## src/rtl/tcc_unused_guard.sv

```systemverilog
// No logic here; the timer is built from the other design files

```

## src/rtl/tcc_pkg.sv

```systemverilog
// Constants and types shared by the 16-bit capture/compare timer files
// Behaviour
// - Clock select: event pin, fine, coarse, none
// - Reset selects the event pin clock
// - Fine and coarse taps from shared prescaler
// - Run bit starts, stops, holds counter cleared
// - Clear bit: clear only at second match
// - Each compare match raises its own interrupt
// - Capture select 00 disables; reset default
// - Select 01: A rise first, B rise second
// - Select 10: A rise/fall; interrupt on fall
// - Select 11: eight-bit toggle rise/fall captures
// - Writing 0 captures first; bit reads 1
// - Four enabled sources invert the toggle flop
// - Software inverts, clears or sets toggle flop
// - Pin driven when port bit 3, mode 11
// - Event clock counts each event rising edge
// - Interval: second match clears and interrupts
// - Pulse: both matches toggle, second clears
package tcc_pkg;

	// ************************************************************
	// Register byte addresses
	// ************************************************************
	localparam logic [15:0] TCC_ADDR_CAPTURE_FIRST_VALUE_LO = 16'hffdc;
	localparam logic [15:0] TCC_ADDR_CAPTURE_FIRST_VALUE_HI = 16'hffdd;
	localparam logic [15:0] TCC_ADDR_CAPTURE_SECOND_VALUE_LO = 16'hffde;
	localparam logic [15:0] TCC_ADDR_CAPTURE_SECOND_VALUE_HI = 16'hffdf;
	localparam logic [15:0] TCC_ADDR_CMP1_LO = 16'hffe0;
	localparam logic [15:0] TCC_ADDR_CMP1_HI = 16'hffe1;
	localparam logic [15:0] TCC_ADDR_CMP2_LO = 16'hffe2;
	localparam logic [15:0] TCC_ADDR_CMP2_HI = 16'hffe3;
	localparam logic [15:0] TCC_ADDR_MODE = 16'hffe4;
	localparam logic [15:0] TCC_ADDR_TOGGLE = 16'hffe5;

	// ************************************************************
	// Field positions
	// ************************************************************
	localparam int TCC_MODE_CLK_LSB = 0;
	localparam int TCC_MODE_CLE_BIT = 2;
	localparam int TCC_MODE_CAPTURE_EDGE_SELECT_LSB = 3;
	localparam int TCC_MODE_SOFTWARE_CAPTURE_TRIGGER_BIT = 5;
	localparam int TCC_TGL_SW_LSB = 0;
	localparam int TCC_TGL_EN_LSB = 2;
	localparam int TCC_P8_TOGGLE_BIT = 3;
	localparam int TCC_MOTOR_MODE_LSB = 4;

	// ************************************************************
	// Values
	// ************************************************************
	localparam logic [1:0] TCC_MOTOR_MODE_TOGGLE = 2'h3;
	localparam logic [15:0] TCC_ZERO16 = 16'h0000;
	localparam logic [15:0] TCC_ONE16 = 16'h0001;
	localparam logic [7:0] TCC_ZERO8 = 8'h00;
	localparam logic [7:0] TCC_READ_UNMAPPED = 8'h00;
	localparam logic [1:0] TCC_READ_ONES2 = 2'h3;
	localparam logic [3:0] TCC_TOGGLE_EN_RESET = 4'h0;

	typedef enum logic [1:0] {
		TCC_CLK_EVENT = 2'h0,
		TCC_CLK_FINE = 2'h1,
		TCC_CLK_COARSE = 2'h2,
		TCC_CLK_NONE = 2'h3
	} tcc_clk_sel_t;

	typedef enum logic [1:0] {
		TCC_CAP_OFF = 2'h0,
		TCC_CAP_A_B_RISE = 2'h1,
		TCC_CAP_A_BOTH = 2'h2,
		TCC_CAP_TOGGLE = 2'h3
	} tcc_cap_sel_t;

	typedef enum logic [1:0] {
		TCC_SW_CLEAR = 2'h0,
		TCC_SW_SET = 2'h1,
		TCC_SW_INVERT = 2'h2,
		TCC_SW_KEEP = 2'h3
	} tcc_sw_tgl_t;

endpackage

```

## src/rtl/tcc_cmp_if.sv

```systemverilog
// Interface between the counter and one comparator
`timescale 1ns/1ps
interface tcc_cmp_if;
	logic [15:0] count_next;
	logic count_step;
	logic [15:0] limit;
	logic match;
	modport counter (output count_next, output count_step, output limit, input match);
	modport compare (input count_next, input count_step, input limit, output match);
endinterface

```

## src/rtl/tcc_pin_sync.sv

```systemverilog
// Three-flop synchroniser with rise and fall pulses for one pin
`timescale 1ns/1ps
module tcc_pin_sync (
	input wire logic clk,
	input wire logic rst,
	input wire logic pin_in,
	output logic rise,
	output logic fall
);
	typedef struct packed {
		logic s1;
		logic s2;
		logic s3;
		logic level;
		logic rise;
		logic fall;
	} tcc_sync_state_t;

	tcc_sync_state_t st;
	tcc_sync_state_t next_st;

	// A change counts once the second and third stages agree
	always_comb begin
		next_st = st;
		next_st.s1 = pin_in;
		next_st.s2 = st.s1;
		next_st.s3 = st.s2;
		next_st.rise = 1'b0;
		next_st.fall = 1'b0;
		if (st.s2 == st.s3 && st.s3 != st.level) begin
			next_st.level = st.s3;
			next_st.rise = st.s3;
			next_st.fall = !st.s3;
		end
	end

	// State register
	always_ff @(posedge clk) begin
		if (rst) begin
			st <= '0;
		end else begin
			st <= next_st;
		end
	end

	assign rise = st.rise;
	assign fall = st.fall;
endmodule

```

## src/rtl/tcc_compare.sv

```systemverilog
// One 16-bit comparator with a single-cycle match pulse
`timescale 1ns/1ps
module tcc_compare (
	input wire logic clk,
	input wire logic rst,
	tcc_cmp_if.compare port_cmp
);
	typedef struct packed {
		logic match;
	} tcc_cmp_state_t;

	tcc_cmp_state_t st;
	tcc_cmp_state_t next_st;

	// Look at the value the counter is about to take, so the pulse lands
	// in the first cycle of equality and not again while the count rests
	always_comb begin
		next_st = st;
		next_st.match = port_cmp.count_step && (port_cmp.count_next == port_cmp.limit);
	end

	// State register
	always_ff @(posedge clk) begin
		if (rst) begin
			st <= '0;
		end else begin
			st <= next_st;
		end
	end

	assign port_cmp.match = st.match;
endmodule

```

## src/rtl/tcc_timer16.sv

```systemverilog
// 16-bit timer/event counter with two compares, two captures, toggle output
`timescale 1ns/1ps
module tcc_timer16 import tcc_pkg::*; (
	input wire logic clk,
	input wire logic rst,
	input wire logic [15:0] bus_addr,
	input wire logic [7:0] bus_wdata,
	input wire logic bus_wr,
	input wire logic bus_rd,
	output logic [7:0] bus_rdata,
	input wire logic counter_run_bit,
	input wire logic fine_prescale_clock,
	input wire logic coarse_prescale_clock,
	input wire logic event_input_a,
	input wire logic event_input_b,
	input wire logic eight_bit_timer_toggle,
	input wire logic [7:0] port_eight_control,
	input wire logic [7:0] motor_port_mode,
	output logic first_match_irq,
	output logic second_match_irq,
	output logic external_irq_a,
	output logic output_toggle_ff,
	output logic toggle_output_pin,
	output logic toggle_output_oe
);
	// ************************************************************
	// State
	// ************************************************************
	typedef struct packed {
		logic [15:0] count;
		logic [15:0] cmp_first;
		logic [15:0] cmp_second;
		logic [7:0] cmp_first_lo;
		logic [7:0] cmp_second_lo;
		logic [15:0] cap_first;
		logic [15:0] cap_second;
		logic [7:0] cap_first_hi;
		logic [7:0] cap_second_hi;
		tcc_clk_sel_t clk_sel;
		logic clear_en;
		tcc_cap_sel_t cap_sel;
		logic [3:0] toggle_en;
		logic toggle_ff;
		logic eight_bit_timer_toggle_prev;
		logic [7:0] rdata;
		logic irq_first;
		logic irq_second;
		logic irq_a;
		logic pin;
		logic pin_oe;
	} tcc_state_t;

	tcc_state_t st;
	tcc_state_t next_st;

	logic a_rise;
	logic a_fall;
	logic b_rise;
	logic tick;
	logic step;
	logic clear_hit;
	logic [15:0] count_next;
	logic m_first;
	logic m_second;
	logic sw_cap;
	logic t1_rise;
	logic t1_fall;
	logic capture_first_value_evt;
	logic capture_second_value_evt;
	logic hw_toggle;
	logic toggle_wr;
	tcc_sw_tgl_t sw_tgl;

	// ************************************************************
	// Pin synchronisers and comparators
	// ************************************************************
	tcc_pin_sync u_sync_a (
		.clk(clk),
		.rst(rst),
		.pin_in(event_input_a),
		.rise(a_rise),
		.fall(a_fall)
	);

	tcc_pin_sync u_sync_b (
		.clk(clk),
		.rst(rst),
		.pin_in(event_input_b),
		.rise(b_rise),
		.fall()
	);

	tcc_cmp_if cmp_first_bus ();
	tcc_cmp_if cmp_second_bus ();

	tcc_compare u_cmp_first (
		.clk(clk),
		.rst(rst),
		.port_cmp(cmp_first_bus.compare)
	);

	tcc_compare u_cmp_second (
		.clk(clk),
		.rst(rst),
		.port_cmp(cmp_second_bus.compare)
	);

	// Both comparators see the same upcoming count
	assign cmp_first_bus.count_next = count_next;
	assign cmp_first_bus.count_step = step;
	assign cmp_first_bus.limit = st.cmp_first;
	assign cmp_second_bus.count_next = count_next;
	assign cmp_second_bus.count_step = step;
	assign cmp_second_bus.limit = st.cmp_second;
	assign m_first = cmp_first_bus.match;
	assign m_second = cmp_second_bus.match;

	// ************************************************************
	// Counter
	// ************************************************************
	// Taps are one-cycle enables from the shared prescaler; code 11 never ticks
	assign tick = (st.clk_sel == TCC_CLK_EVENT && a_rise)
		|| (st.clk_sel == TCC_CLK_FINE && fine_prescale_clock)
		|| (st.clk_sel == TCC_CLK_COARSE && coarse_prescale_clock);
	assign step = counter_run_bit && tick;
	assign clear_hit = st.clear_en && (st.count == st.cmp_second);
	// Stopped means held at zero; plain add wraps at all ones
	assign count_next = !counter_run_bit ? TCC_ZERO16
		: !step ? st.count
		: clear_hit ? TCC_ZERO16
		: st.count + TCC_ONE16;

	// ************************************************************
	// Capture and toggle sources
	// ************************************************************
	assign sw_cap = bus_wr && bus_addr == TCC_ADDR_MODE && !bus_wdata[TCC_MODE_SOFTWARE_CAPTURE_TRIGGER_BIT];
	// The eight-bit timer toggle is on this clock, so no synchroniser
	assign t1_rise = eight_bit_timer_toggle && !st.eight_bit_timer_toggle_prev;
	assign t1_fall = !eight_bit_timer_toggle && st.eight_bit_timer_toggle_prev;
	assign capture_first_value_evt = sw_cap
		|| (st.cap_sel == TCC_CAP_A_B_RISE && a_rise)
		|| (st.cap_sel == TCC_CAP_A_BOTH && a_rise)
		|| (st.cap_sel == TCC_CAP_TOGGLE && t1_rise);
	assign capture_second_value_evt = (st.cap_sel == TCC_CAP_A_B_RISE && b_rise)
		|| (st.cap_sel == TCC_CAP_A_BOTH && a_fall)
		|| (st.cap_sel == TCC_CAP_TOGGLE && t1_fall);
	// Enable bits ordered {second capture, first capture, second match, first match}
	assign hw_toggle = |({capture_second_value_evt, capture_first_value_evt, m_second, m_first} & st.toggle_en);
	assign toggle_wr = bus_wr && bus_addr == TCC_ADDR_TOGGLE;
	assign sw_tgl = tcc_sw_tgl_t'(bus_wdata[TCC_TGL_SW_LSB +: 2]);

	// ************************************************************
	// Next state
	// ************************************************************
	always_comb begin
		next_st = st;
		next_st.count = count_next;
		next_st.eight_bit_timer_toggle_prev = eight_bit_timer_toggle;
		if (capture_first_value_evt) begin
			next_st.cap_first = st.count;
		end
		if (capture_second_value_evt) begin
			next_st.cap_second = st.count;
		end
		// Software action wins over a hardware inversion in the same cycle
		if (toggle_wr && sw_tgl != TCC_SW_KEEP) begin
			unique case (sw_tgl)
				TCC_SW_CLEAR: next_st.toggle_ff = 1'b0;
				TCC_SW_SET: next_st.toggle_ff = 1'b1;
				TCC_SW_INVERT: next_st.toggle_ff = !st.toggle_ff;
				TCC_SW_KEEP: next_st.toggle_ff = st.toggle_ff;
			endcase
		end else if (hw_toggle) begin
			next_st.toggle_ff = !st.toggle_ff;
		end
		// Interrupt pulses; INT line follows the falling edge only in mode 10
		next_st.irq_first = m_first;
		next_st.irq_second = m_second;
		next_st.irq_a = (st.cap_sel == TCC_CAP_A_BOTH) ? a_fall : a_rise;
		next_st.pin = st.toggle_ff;
		next_st.pin_oe = port_eight_control[TCC_P8_TOGGLE_BIT]
			&& motor_port_mode[TCC_MOTOR_MODE_LSB +: 2] == TCC_MOTOR_MODE_TOGGLE;
		// Register writes; compare takes both bytes at the high-byte write
		if (bus_wr) begin
			unique case (bus_addr)
				TCC_ADDR_CMP1_LO: next_st.cmp_first_lo = bus_wdata;
				TCC_ADDR_CMP1_HI: next_st.cmp_first = {bus_wdata, st.cmp_first_lo};
				TCC_ADDR_CMP2_LO: next_st.cmp_second_lo = bus_wdata;
				TCC_ADDR_CMP2_HI: next_st.cmp_second = {bus_wdata, st.cmp_second_lo};
				TCC_ADDR_MODE: begin
					next_st.clk_sel = tcc_clk_sel_t'(bus_wdata[TCC_MODE_CLK_LSB +: 2]);
					next_st.clear_en = bus_wdata[TCC_MODE_CLE_BIT];
					next_st.cap_sel = tcc_cap_sel_t'(bus_wdata[TCC_MODE_CAPTURE_EDGE_SELECT_LSB +: 2]);
				end
				TCC_ADDR_TOGGLE: next_st.toggle_en = bus_wdata[TCC_TGL_EN_LSB +: 4];
				default: next_st.toggle_en = st.toggle_en;
			endcase
		end
		// Reads; a low-byte capture read freezes the high byte for the next read
		if (bus_rd) begin
			unique case (bus_addr)
				TCC_ADDR_CAPTURE_FIRST_VALUE_LO: begin
					next_st.rdata = st.cap_first[7:0];
					next_st.cap_first_hi = st.cap_first[15:8];
				end
				TCC_ADDR_CAPTURE_FIRST_VALUE_HI: next_st.rdata = st.cap_first_hi;
				TCC_ADDR_CAPTURE_SECOND_VALUE_LO: begin
					next_st.rdata = st.cap_second[7:0];
					next_st.cap_second_hi = st.cap_second[15:8];
				end
				TCC_ADDR_CAPTURE_SECOND_VALUE_HI: next_st.rdata = st.cap_second_hi;
				TCC_ADDR_MODE: next_st.rdata = {TCC_READ_ONES2, 1'b1, st.cap_sel,
					st.clear_en, st.clk_sel};
				TCC_ADDR_TOGGLE: next_st.rdata = {TCC_READ_ONES2, st.toggle_en,
					TCC_READ_ONES2};
				default: next_st.rdata = TCC_READ_UNMAPPED;
			endcase
		end
	end

	// ************************************************************
	// State register
	// ************************************************************
	always_ff @(posedge clk) begin
		if (rst) begin
			st <= '0;
			st.clk_sel <= TCC_CLK_EVENT;
			st.cap_sel <= TCC_CAP_OFF;
			st.toggle_en <= TCC_TOGGLE_EN_RESET;
		end else begin
			st <= next_st;
		end
	end

	assign bus_rdata = st.rdata;
	assign first_match_irq = st.irq_first;
	assign second_match_irq = st.irq_second;
	assign external_irq_a = st.irq_a;
	assign output_toggle_ff = st.toggle_ff;
	assign toggle_output_pin = st.pin;
	assign toggle_output_oe = st.pin_oe;
endmodule

```

## config.mk

```make
export PLATFORM = sky130hd
export DESIGN_NAME = tcc_timer16
export DESIGN_NICKNAME = d
export VERILOG_FILES = /design/src/rtl/tcc_unused_guard.sv /design/src/rtl/tcc_pkg.sv /design/src/rtl/tcc_cmp_if.sv /design/src/rtl/tcc_pin_sync.sv /design/src/rtl/tcc_compare.sv /design/src/rtl/tcc_timer16.sv
export SDC_FILE = /design/constraint.sdc
export NUM_CORES = 1
export LEC_CHECK = 0
export BUFFER_PORTS_ARGS = -buffer_cell sky130_fd_sc_hd__buf_2
export CORE_AREA = 2 2 113 115
export DETAILED_ROUTE_END_ITERATION = 8
export DIE_AREA = 0 0 115 117
export GPL_ROUTABILITY_DRIVEN = 0
export PLACE_DENSITY = 0.78
export SETUP_SLACK_MARGIN = 0.02
export SLEW_MARGIN = 20
export SYNTH_ARGS = -nofsm -noshare
export SYNTH_HDL_FRONTEND = slang
export SYNTH_SLANG_ARGS = --single-unit
```

## constraint.sdc

```tcl
create_clock -name clk -period 3.25 [get_ports clk]
set_input_delay 0.1625 -clock clk [delete_from_list [all_inputs] [get_ports clk]]
set_output_delay 0.1625 -clock clk [all_outputs]
set_load 0.005 [all_outputs]
```

[Yosys cells after proc, flatten, opt, wreduce, memory -nomap -nowiden]
Cells that the tools add are included.
Cells by class
  add/sub/neg operators: 1
  multiply operators: 0
  div/mod/pow operators: 0
  $lt $le $gt $ge: 0
  equality and inequality tests: 28
  shift-type cells: 0
  multiplexer cells: 8
  bitwise logic cells: 3
  reductions and logical operators: 49
Operators by type and width (count)
  16-bit equality test, second input constant: 10
  16-bit equality test: 3
  16-bit 2-to-1 mux: 3
  8-bit case mux with 6 select lines: 1
  1-bit logical AND: 22
  2-bit AND reduction: 9
  16-bit by 1-bit adder with 16-bit output, second input constant: 1
  2-bit equality test, second input constant: 6
  1-bit logical OR: 7
  2-bit by 1-bit equality test with 1-bit output, second input constant: 3
  1-bit logical NOT: 5
  4-bit AND: 1
  2-bit logical NOT: 2
  2-bit != test, second input constant: 2
  2-bit OR reduction: 2
  4-bit OR reduction: 1
  1-bit 2-to-1 mux: 3
  1-bit case mux with 3 select lines: 1
  1-bit equality test: 2
  1-bit != test: 2
  1-bit inverter: 2
  2-bit nonzero test: 1
Word-level totals
  register bits after elaboration: 149
  bits in latches: 0
  RAM bits: 0
  memory bits (read-only): 0
  input port bits: 50
  output and inout port bits: 14
  word-level logic and storage cells: 123
  memories: 0

[Longest topological paths before layout]
  depth in word-level cells: 10
  gate-level depth with buffers: 10
  mapped depth without buffers: 9

[Modules after synthesis]
From an unflattened synthesis, not the netlist that was laid out.
Unflattened totals
  cells, all modules: 740
  area total of the unflattened synthesis: 6807.8 um2
Modules (own cells, without submodules)
  tcc_timer16: instances 1, cells each 666, area an instance 6042.0 um2
  tcc_compare: instances 2, cells each 23, area an instance 205.2 um2
  tcc_pin_sync: instances 2, cells each 14, area an instance 177.7 um2

[Worst setup path before layout]
OpenSTA, ideal clock, no wires.
  path type: reg2reg
  from: register st[120] (netlist name)
  to: register u_cmp_second.st, in the netlist u_cmp_second.port_cmp.match
  setup time: 0.088 ns
  data arrival time: 2.243 ns
  data required time: 3.162 ns
  setup slack: 0.919 ns
  cell stages (with the launch flop): 10
  path buffers: 0
  clock period less this slack: 2.331 ns
  cell sequence: dfxtp_1 > ha_1 > nand2_1 > or2_4 > or4_4 > or3_1 > a21boi_2 > xnor2_1 > nand2_1 > nor4_2
On the way
  cells in the longest elaborated chain, start to end: 7
  elaborated cells on any way between the ends: 8
  classes of those cells: 1 x add/sub; 2 x eq/ne; 3 x mux; 2 x reduce/logical
Ends and longest elaborated chain
  from (decl): line tcc_timer16.sv:53  | tcc_state_t st;
  from (signal assigned): line tcc_timer16.sv:231  | st <= next_st;
  branches (longest 3 deep; another with 16-bit by 1-bit adder with 16-bit output)
  16-bit 2-to-1 mux (*): line tcc_timer16.sv:129  | : !step ? st.count
  16-bit 2-to-1 mux (*): line tcc_timer16.sv:128  | assign count_next = !counter_run_bit ? TCC_ZERO16
  16-bit equality test (*): line tcc_compare.sv:19  | next_st.match = port_cmp.count_step && (port_cmp.count_next == port_cmp.limit);
  1-bit logical AND (*): line tcc_compare.sv:19
  to (signal assigned): line tcc_compare.sv:27  | st <= next_st;
  to (decl): line tcc_compare.sv:12  | tcc_cmp_state_t st;
Every way passes the cells marked *.
A chain may end at the register's enable or synchronous reset.

[Worst setup path after layout]
Same ends and word-level chain as after synthesis.

==> impl_summary.md <==
Clocking
TritonCTS built the clock tree. The clock passes through at most 2 buffers. The CTS buffer count is 17.

CTS built an H-tree with a depth of 4. The number of gates given a new drive strength after cts is 0. The clock net sink count is 149.

The insertion delay of the later-clocked pin in the worst-skew pair is 0.43 ns. Clock-pin slew was measured on the worst setup and hold paths at 0.06 ns. The root buffer cell chosen for the clock tree is sky130_fd_sc_hd__clkbuf_16.

Route
The routed layout has 5884 vias. The number of nets still failing antenna checks after routing is 0. After detailed routing, the number of vias per cell comes to 6.03. The initial detailed-routing violation count is 630. Wires add up to 18100 µm. The remaining routing DRC violations is 0. For this run, the detailed router's first-pass iteration total came to 5. The final routed wire length divided by cell count is 18.5 µm.

Synth
After synthesis, flip-flops and latches occupy 42.4% of the total area. The mean cell area of the mapped netlist is 8.92 µm². For this run, asynchronously set or reset flops after synthesis account for 0%. The cell type contributing the most total cell area after synthesis is sky130_fd_sc_hd__dfxtp_1. Yosys attributes the largest share of cell area to sky130_fd_sc_hd__dfxtp_1 42%, sky130_fd_sc_hd__mux2i_1 8.5%, sky130_fd_sc_hd__nand2_1 6.5%, sky130_fd_sc_hd__nor2_1 4.8%, sky130_fd_sc_hd__a21oi_1 4.8%.

The mapped netlist covers 0.00703 mm². The area share of the leading cell type in the synthesized netlist is 42.4%. The total nets after synthesis is 842. The number of flops mapped to enable cells by yosys is 0. The number of warning messages in the yosys log is 0.

Synthesis handed over a netlist of 788 instances. The number of synthesized register bits is 149. The unique cell type count in the Yosys netlist is 76. Among all flip-flop cells after synthesis, the most frequent one is sky130_fd_sc_hd__dfxtp_1.

Global routing
The overall routing resource usage is 28.2%. The first-pass GRT wire length is 29100 µm. For this run the aggregate overflow at the end of global routing stands at 0. The number of antenna violations at the first check in global routing is 0. The via count of the first global-routing pass is 5749.

The maximum number of pins on one net before global-route repair is 73.

Setup path
The longest individual stage delay on the worst path is 0.56 ns. The startpoint class of the critical path is a flip-flop. The worst setup path is captured at a flip-flop. The cell repeated most along the worst path is sky130_fd_sc_hd__nand2_1. Along the worst path, the maximum fanout reaches 8. The worst setup path category is flip-flop to flip-flop. The signal on the critical path passes through ha_1, nand2_1, or2_4, or4_4, or3_1, a21boi_2, xnor2_1, nand2_1, nor4_2. The slowest cell on the critical path is sky130_fd_sc_hd__dfxtp_1. The critical path data required time is 3.58 ns. The arrival time reported for the critical path endpoint is 3.28 ns.

STA
The final critical path time including I/O delays and setup is 2.96 ns. Setup repair after global routing left no endpoint under its margin. The count of pins over their slew limit is 0. The number of endpoints with negative hold slack in the final report is 0.

Measured against its own limit, the worst slew margin works out to 45.5%. In the final timing run, aggregate negative setup slack is 0 ns. The post-route worst setup slack is 0.295 ns. The final worst clock skew is 0.0100 ns. The setup violation total in the final timing report is 0. The actual transition at the worst max-transition pin is 0.815 ns. Static timing analysis puts the maximum clock frequency at 338 MHz.

The final critical-path share of the clock period is 90.9%. Across all hold checks on the routed design, the worst slack comes to 0.0269 ns.

Floorplanning
In this run the vertical extent of the chip is 117 µm. The number of ports placed on the die boundary is 64. The width of the die is 115 µm. The overall die area is 0.0135 mm². After floorplanning, the core was divided into 41 placement rows. The core outline area is 0.0123 mm².

For this configuration, the core starts out at a cell density of 57.1%.

Final layout
The final-stage net count is 867. The total of fill cells in the finished design is 1018. The final antenna diode count is 0. Once layout is complete, the cells apart from fillers number 976. The post-route netlist has 15.5% of its cells at a drive strength greater than 1.

Compared with the post-synthesis result, the final layout area differs by 12.1%.

Status
The flow ran to the end, and the final reports show no timing, DRC or antenna violations.

Pwr
The analysis attributes to cell leakage a power of 2.90 nW. The worst-case vdd ir drop is 0.421 mV. The cell area power density is 501 mW/mm².

Placement
The estimated wirelength of the detail-placed design is 12600 µm. The minimum setup slack after placement is 0.397 ns. The count of input and output buffers is 50. Including well taps, the total number of placed cells is 939.

Worst hold path
The classification of the worst-slack hold path is input pin to flip-flop.

Run
Max-cap violations in this run came to 0.
-- Yosys cell counts, types with 3 or more instances --
library cell	instances
sky130_fd_sc_hd__a211oi_1	6
sky130_fd_sc_hd__a21oi_1	67
sky130_fd_sc_hd__a221oi_1	3
sky130_fd_sc_hd__a222oi_1	3
sky130_fd_sc_hd__a22oi_1	3
sky130_fd_sc_hd__a31oi_1	3
sky130_fd_sc_hd__and2_1	6
sky130_fd_sc_hd__and3_1	6
sky130_fd_sc_hd__and4b_1	3
sky130_fd_sc_hd__buf_2	11
sky130_fd_sc_hd__buf_4	10
sky130_fd_sc_hd__buf_6	7
sky130_fd_sc_hd__clkbuf_1	31
sky130_fd_sc_hd__dfxtp_1	149
sky130_fd_sc_hd__ha_1	4
sky130_fd_sc_hd__inv_1	11
sky130_fd_sc_hd__mux2_2	7
sky130_fd_sc_hd__mux2i_1	60
sky130_fd_sc_hd__mux4_2	4
sky130_fd_sc_hd__nand2_1	122
sky130_fd_sc_hd__nand2b_1	3
sky130_fd_sc_hd__nand3_1	10
sky130_fd_sc_hd__nand3b_1	4
sky130_fd_sc_hd__nand4_1	10
sky130_fd_sc_hd__nand4b_1	5
sky130_fd_sc_hd__nor2_1	90
sky130_fd_sc_hd__nor2b_1	15
sky130_fd_sc_hd__nor3_1	10
sky130_fd_sc_hd__nor4_1	6
sky130_fd_sc_hd__nor4_2	5
sky130_fd_sc_hd__o21ai_0	12
sky130_fd_sc_hd__o22ai_1	8
sky130_fd_sc_hd__xnor2_1	23
sky130_fd_sc_hd__xnor2_2	3
sky130_fd_sc_hd__xor2_1	15
-- where the power goes --
group | switching, W | internal, W
clock | 0.000755 | 0.00123
sequential | 0.00000435 | 0.00183
combinational | 0.0000848 | 0.0000421
total | 0.000845 | 0.00310
-- critical path, delay by kind of cell (launching register included) --
family,cells,cell delay [ns]
AND/OR/NAND/NOR,6,1.54
flip-flops,1,0.56
adder cells (fa/ha/maj),1,0.31
AO/OA/AOI/OAI,1,0.26
XOR/XNOR,1,0.17
-- per-layer routing --
layer  global-route usage [%]  vias to the layer above  wire (µm)
met2                     47.2                      246       8880
met5                        0                        -          0
met4                     11.8                        0        463
li1                         -                     2781          -
met1                     34.3                     2819       7410
met3                     8.24                       38       1330
-- cell families after synthesis --
family                     share of synthesized area, %
muxes                                              10.9
adders and majority gates                         0.712
AOI/OAI and AO/OA                                  12.4
DFF                                                42.4
and+or+nand+nor                                    22.0
buffers and inverters                              5.27
xor gates and xnor gates                           6.30
-- final timing paths --
check	endpoint	startpoint	cells after the start	slack, ns
worst max-delay path	u_cmp_second.port_cmp.match	st[120]	9	0.29
worst min-delay path	cmp_first_bus.limit[14]	bus_wdata[6]	3	0.03
worst max register to register	u_cmp_second.port_cmp.match	st[120]	9	0.29
worst min register to register	u_sync_a.next_st[3]	u_sync_a.next_st[4]	1	0.45
-- cell type report --
type	instances	area, µm²	area share (%)
Clock buffer	20	447	5.67
Clock inverter	12	153	1.94
Inverter	11	41.3	0.524
Multi-Input combinational cell	568	3680	46.7
Sequential cell	149	2980	37.9
Tap cell	150	188	2.38
Timing Repair Buffer	66	385	4.89
-- timing repair --
action                                 in CTS  in global routing
hold buffers                                5                  0
endpoints found under the hold margin       4                  0
setup buffers                               0                  0
-- sequential cells by signal, summed over array words and instances, names as in the netlist, 2 cells and up --
signal,flops
u_sync_a.st,2
cmp_second_bus.limit,16
st,90
cmp_first_bus.limit,16
u_sync_a.next_st,2
u_sync_b.st,2
u_sync_b.next_st,2
bus_rdata,8
-- placed cells by master (no fill, tap or decap), types with 7 or more instances in the layout --
master                      count
sky130_fd_sc_hd__a21oi_1       67
sky130_fd_sc_hd__nor2b_1       15
sky130_fd_sc_hd__dfxtp_1      149
sky130_fd_sc_hd__nor3_1        10
sky130_fd_sc_hd__nor2_1        90
sky130_fd_sc_hd__xnor2_1       23
sky130_fd_sc_hd__inv_1         11
sky130_fd_sc_hd__buf_4         12
sky130_fd_sc_hd__o22ai_1        8
sky130_fd_sc_hd__nand3_1       10
sky130_fd_sc_hd__nand2_1      122
sky130_fd_sc_hd__nand4_1       10
sky130_fd_sc_hd__o21ai_0       12
sky130_fd_sc_hd__buf_2         49
sky130_fd_sc_hd__xor2_1        15
sky130_fd_sc_hd__clkbuf_16     17
sky130_fd_sc_hd__mux2_2         7
sky130_fd_sc_hd__mux2i_1       60
-- per-stage QoR --
step	util (%)	area [µm²]	power (W)
after floorplan	-	7030	0.00195
after global placement	58.7	7230	0.00200
after detailed placement	58.7	7230	0.00200
after CTS	64.0	7880	0.00396
after global routing	64.0	7880	0.00406
final	64.0	7880	0.00395
Power figures use the tool's default switching activity.
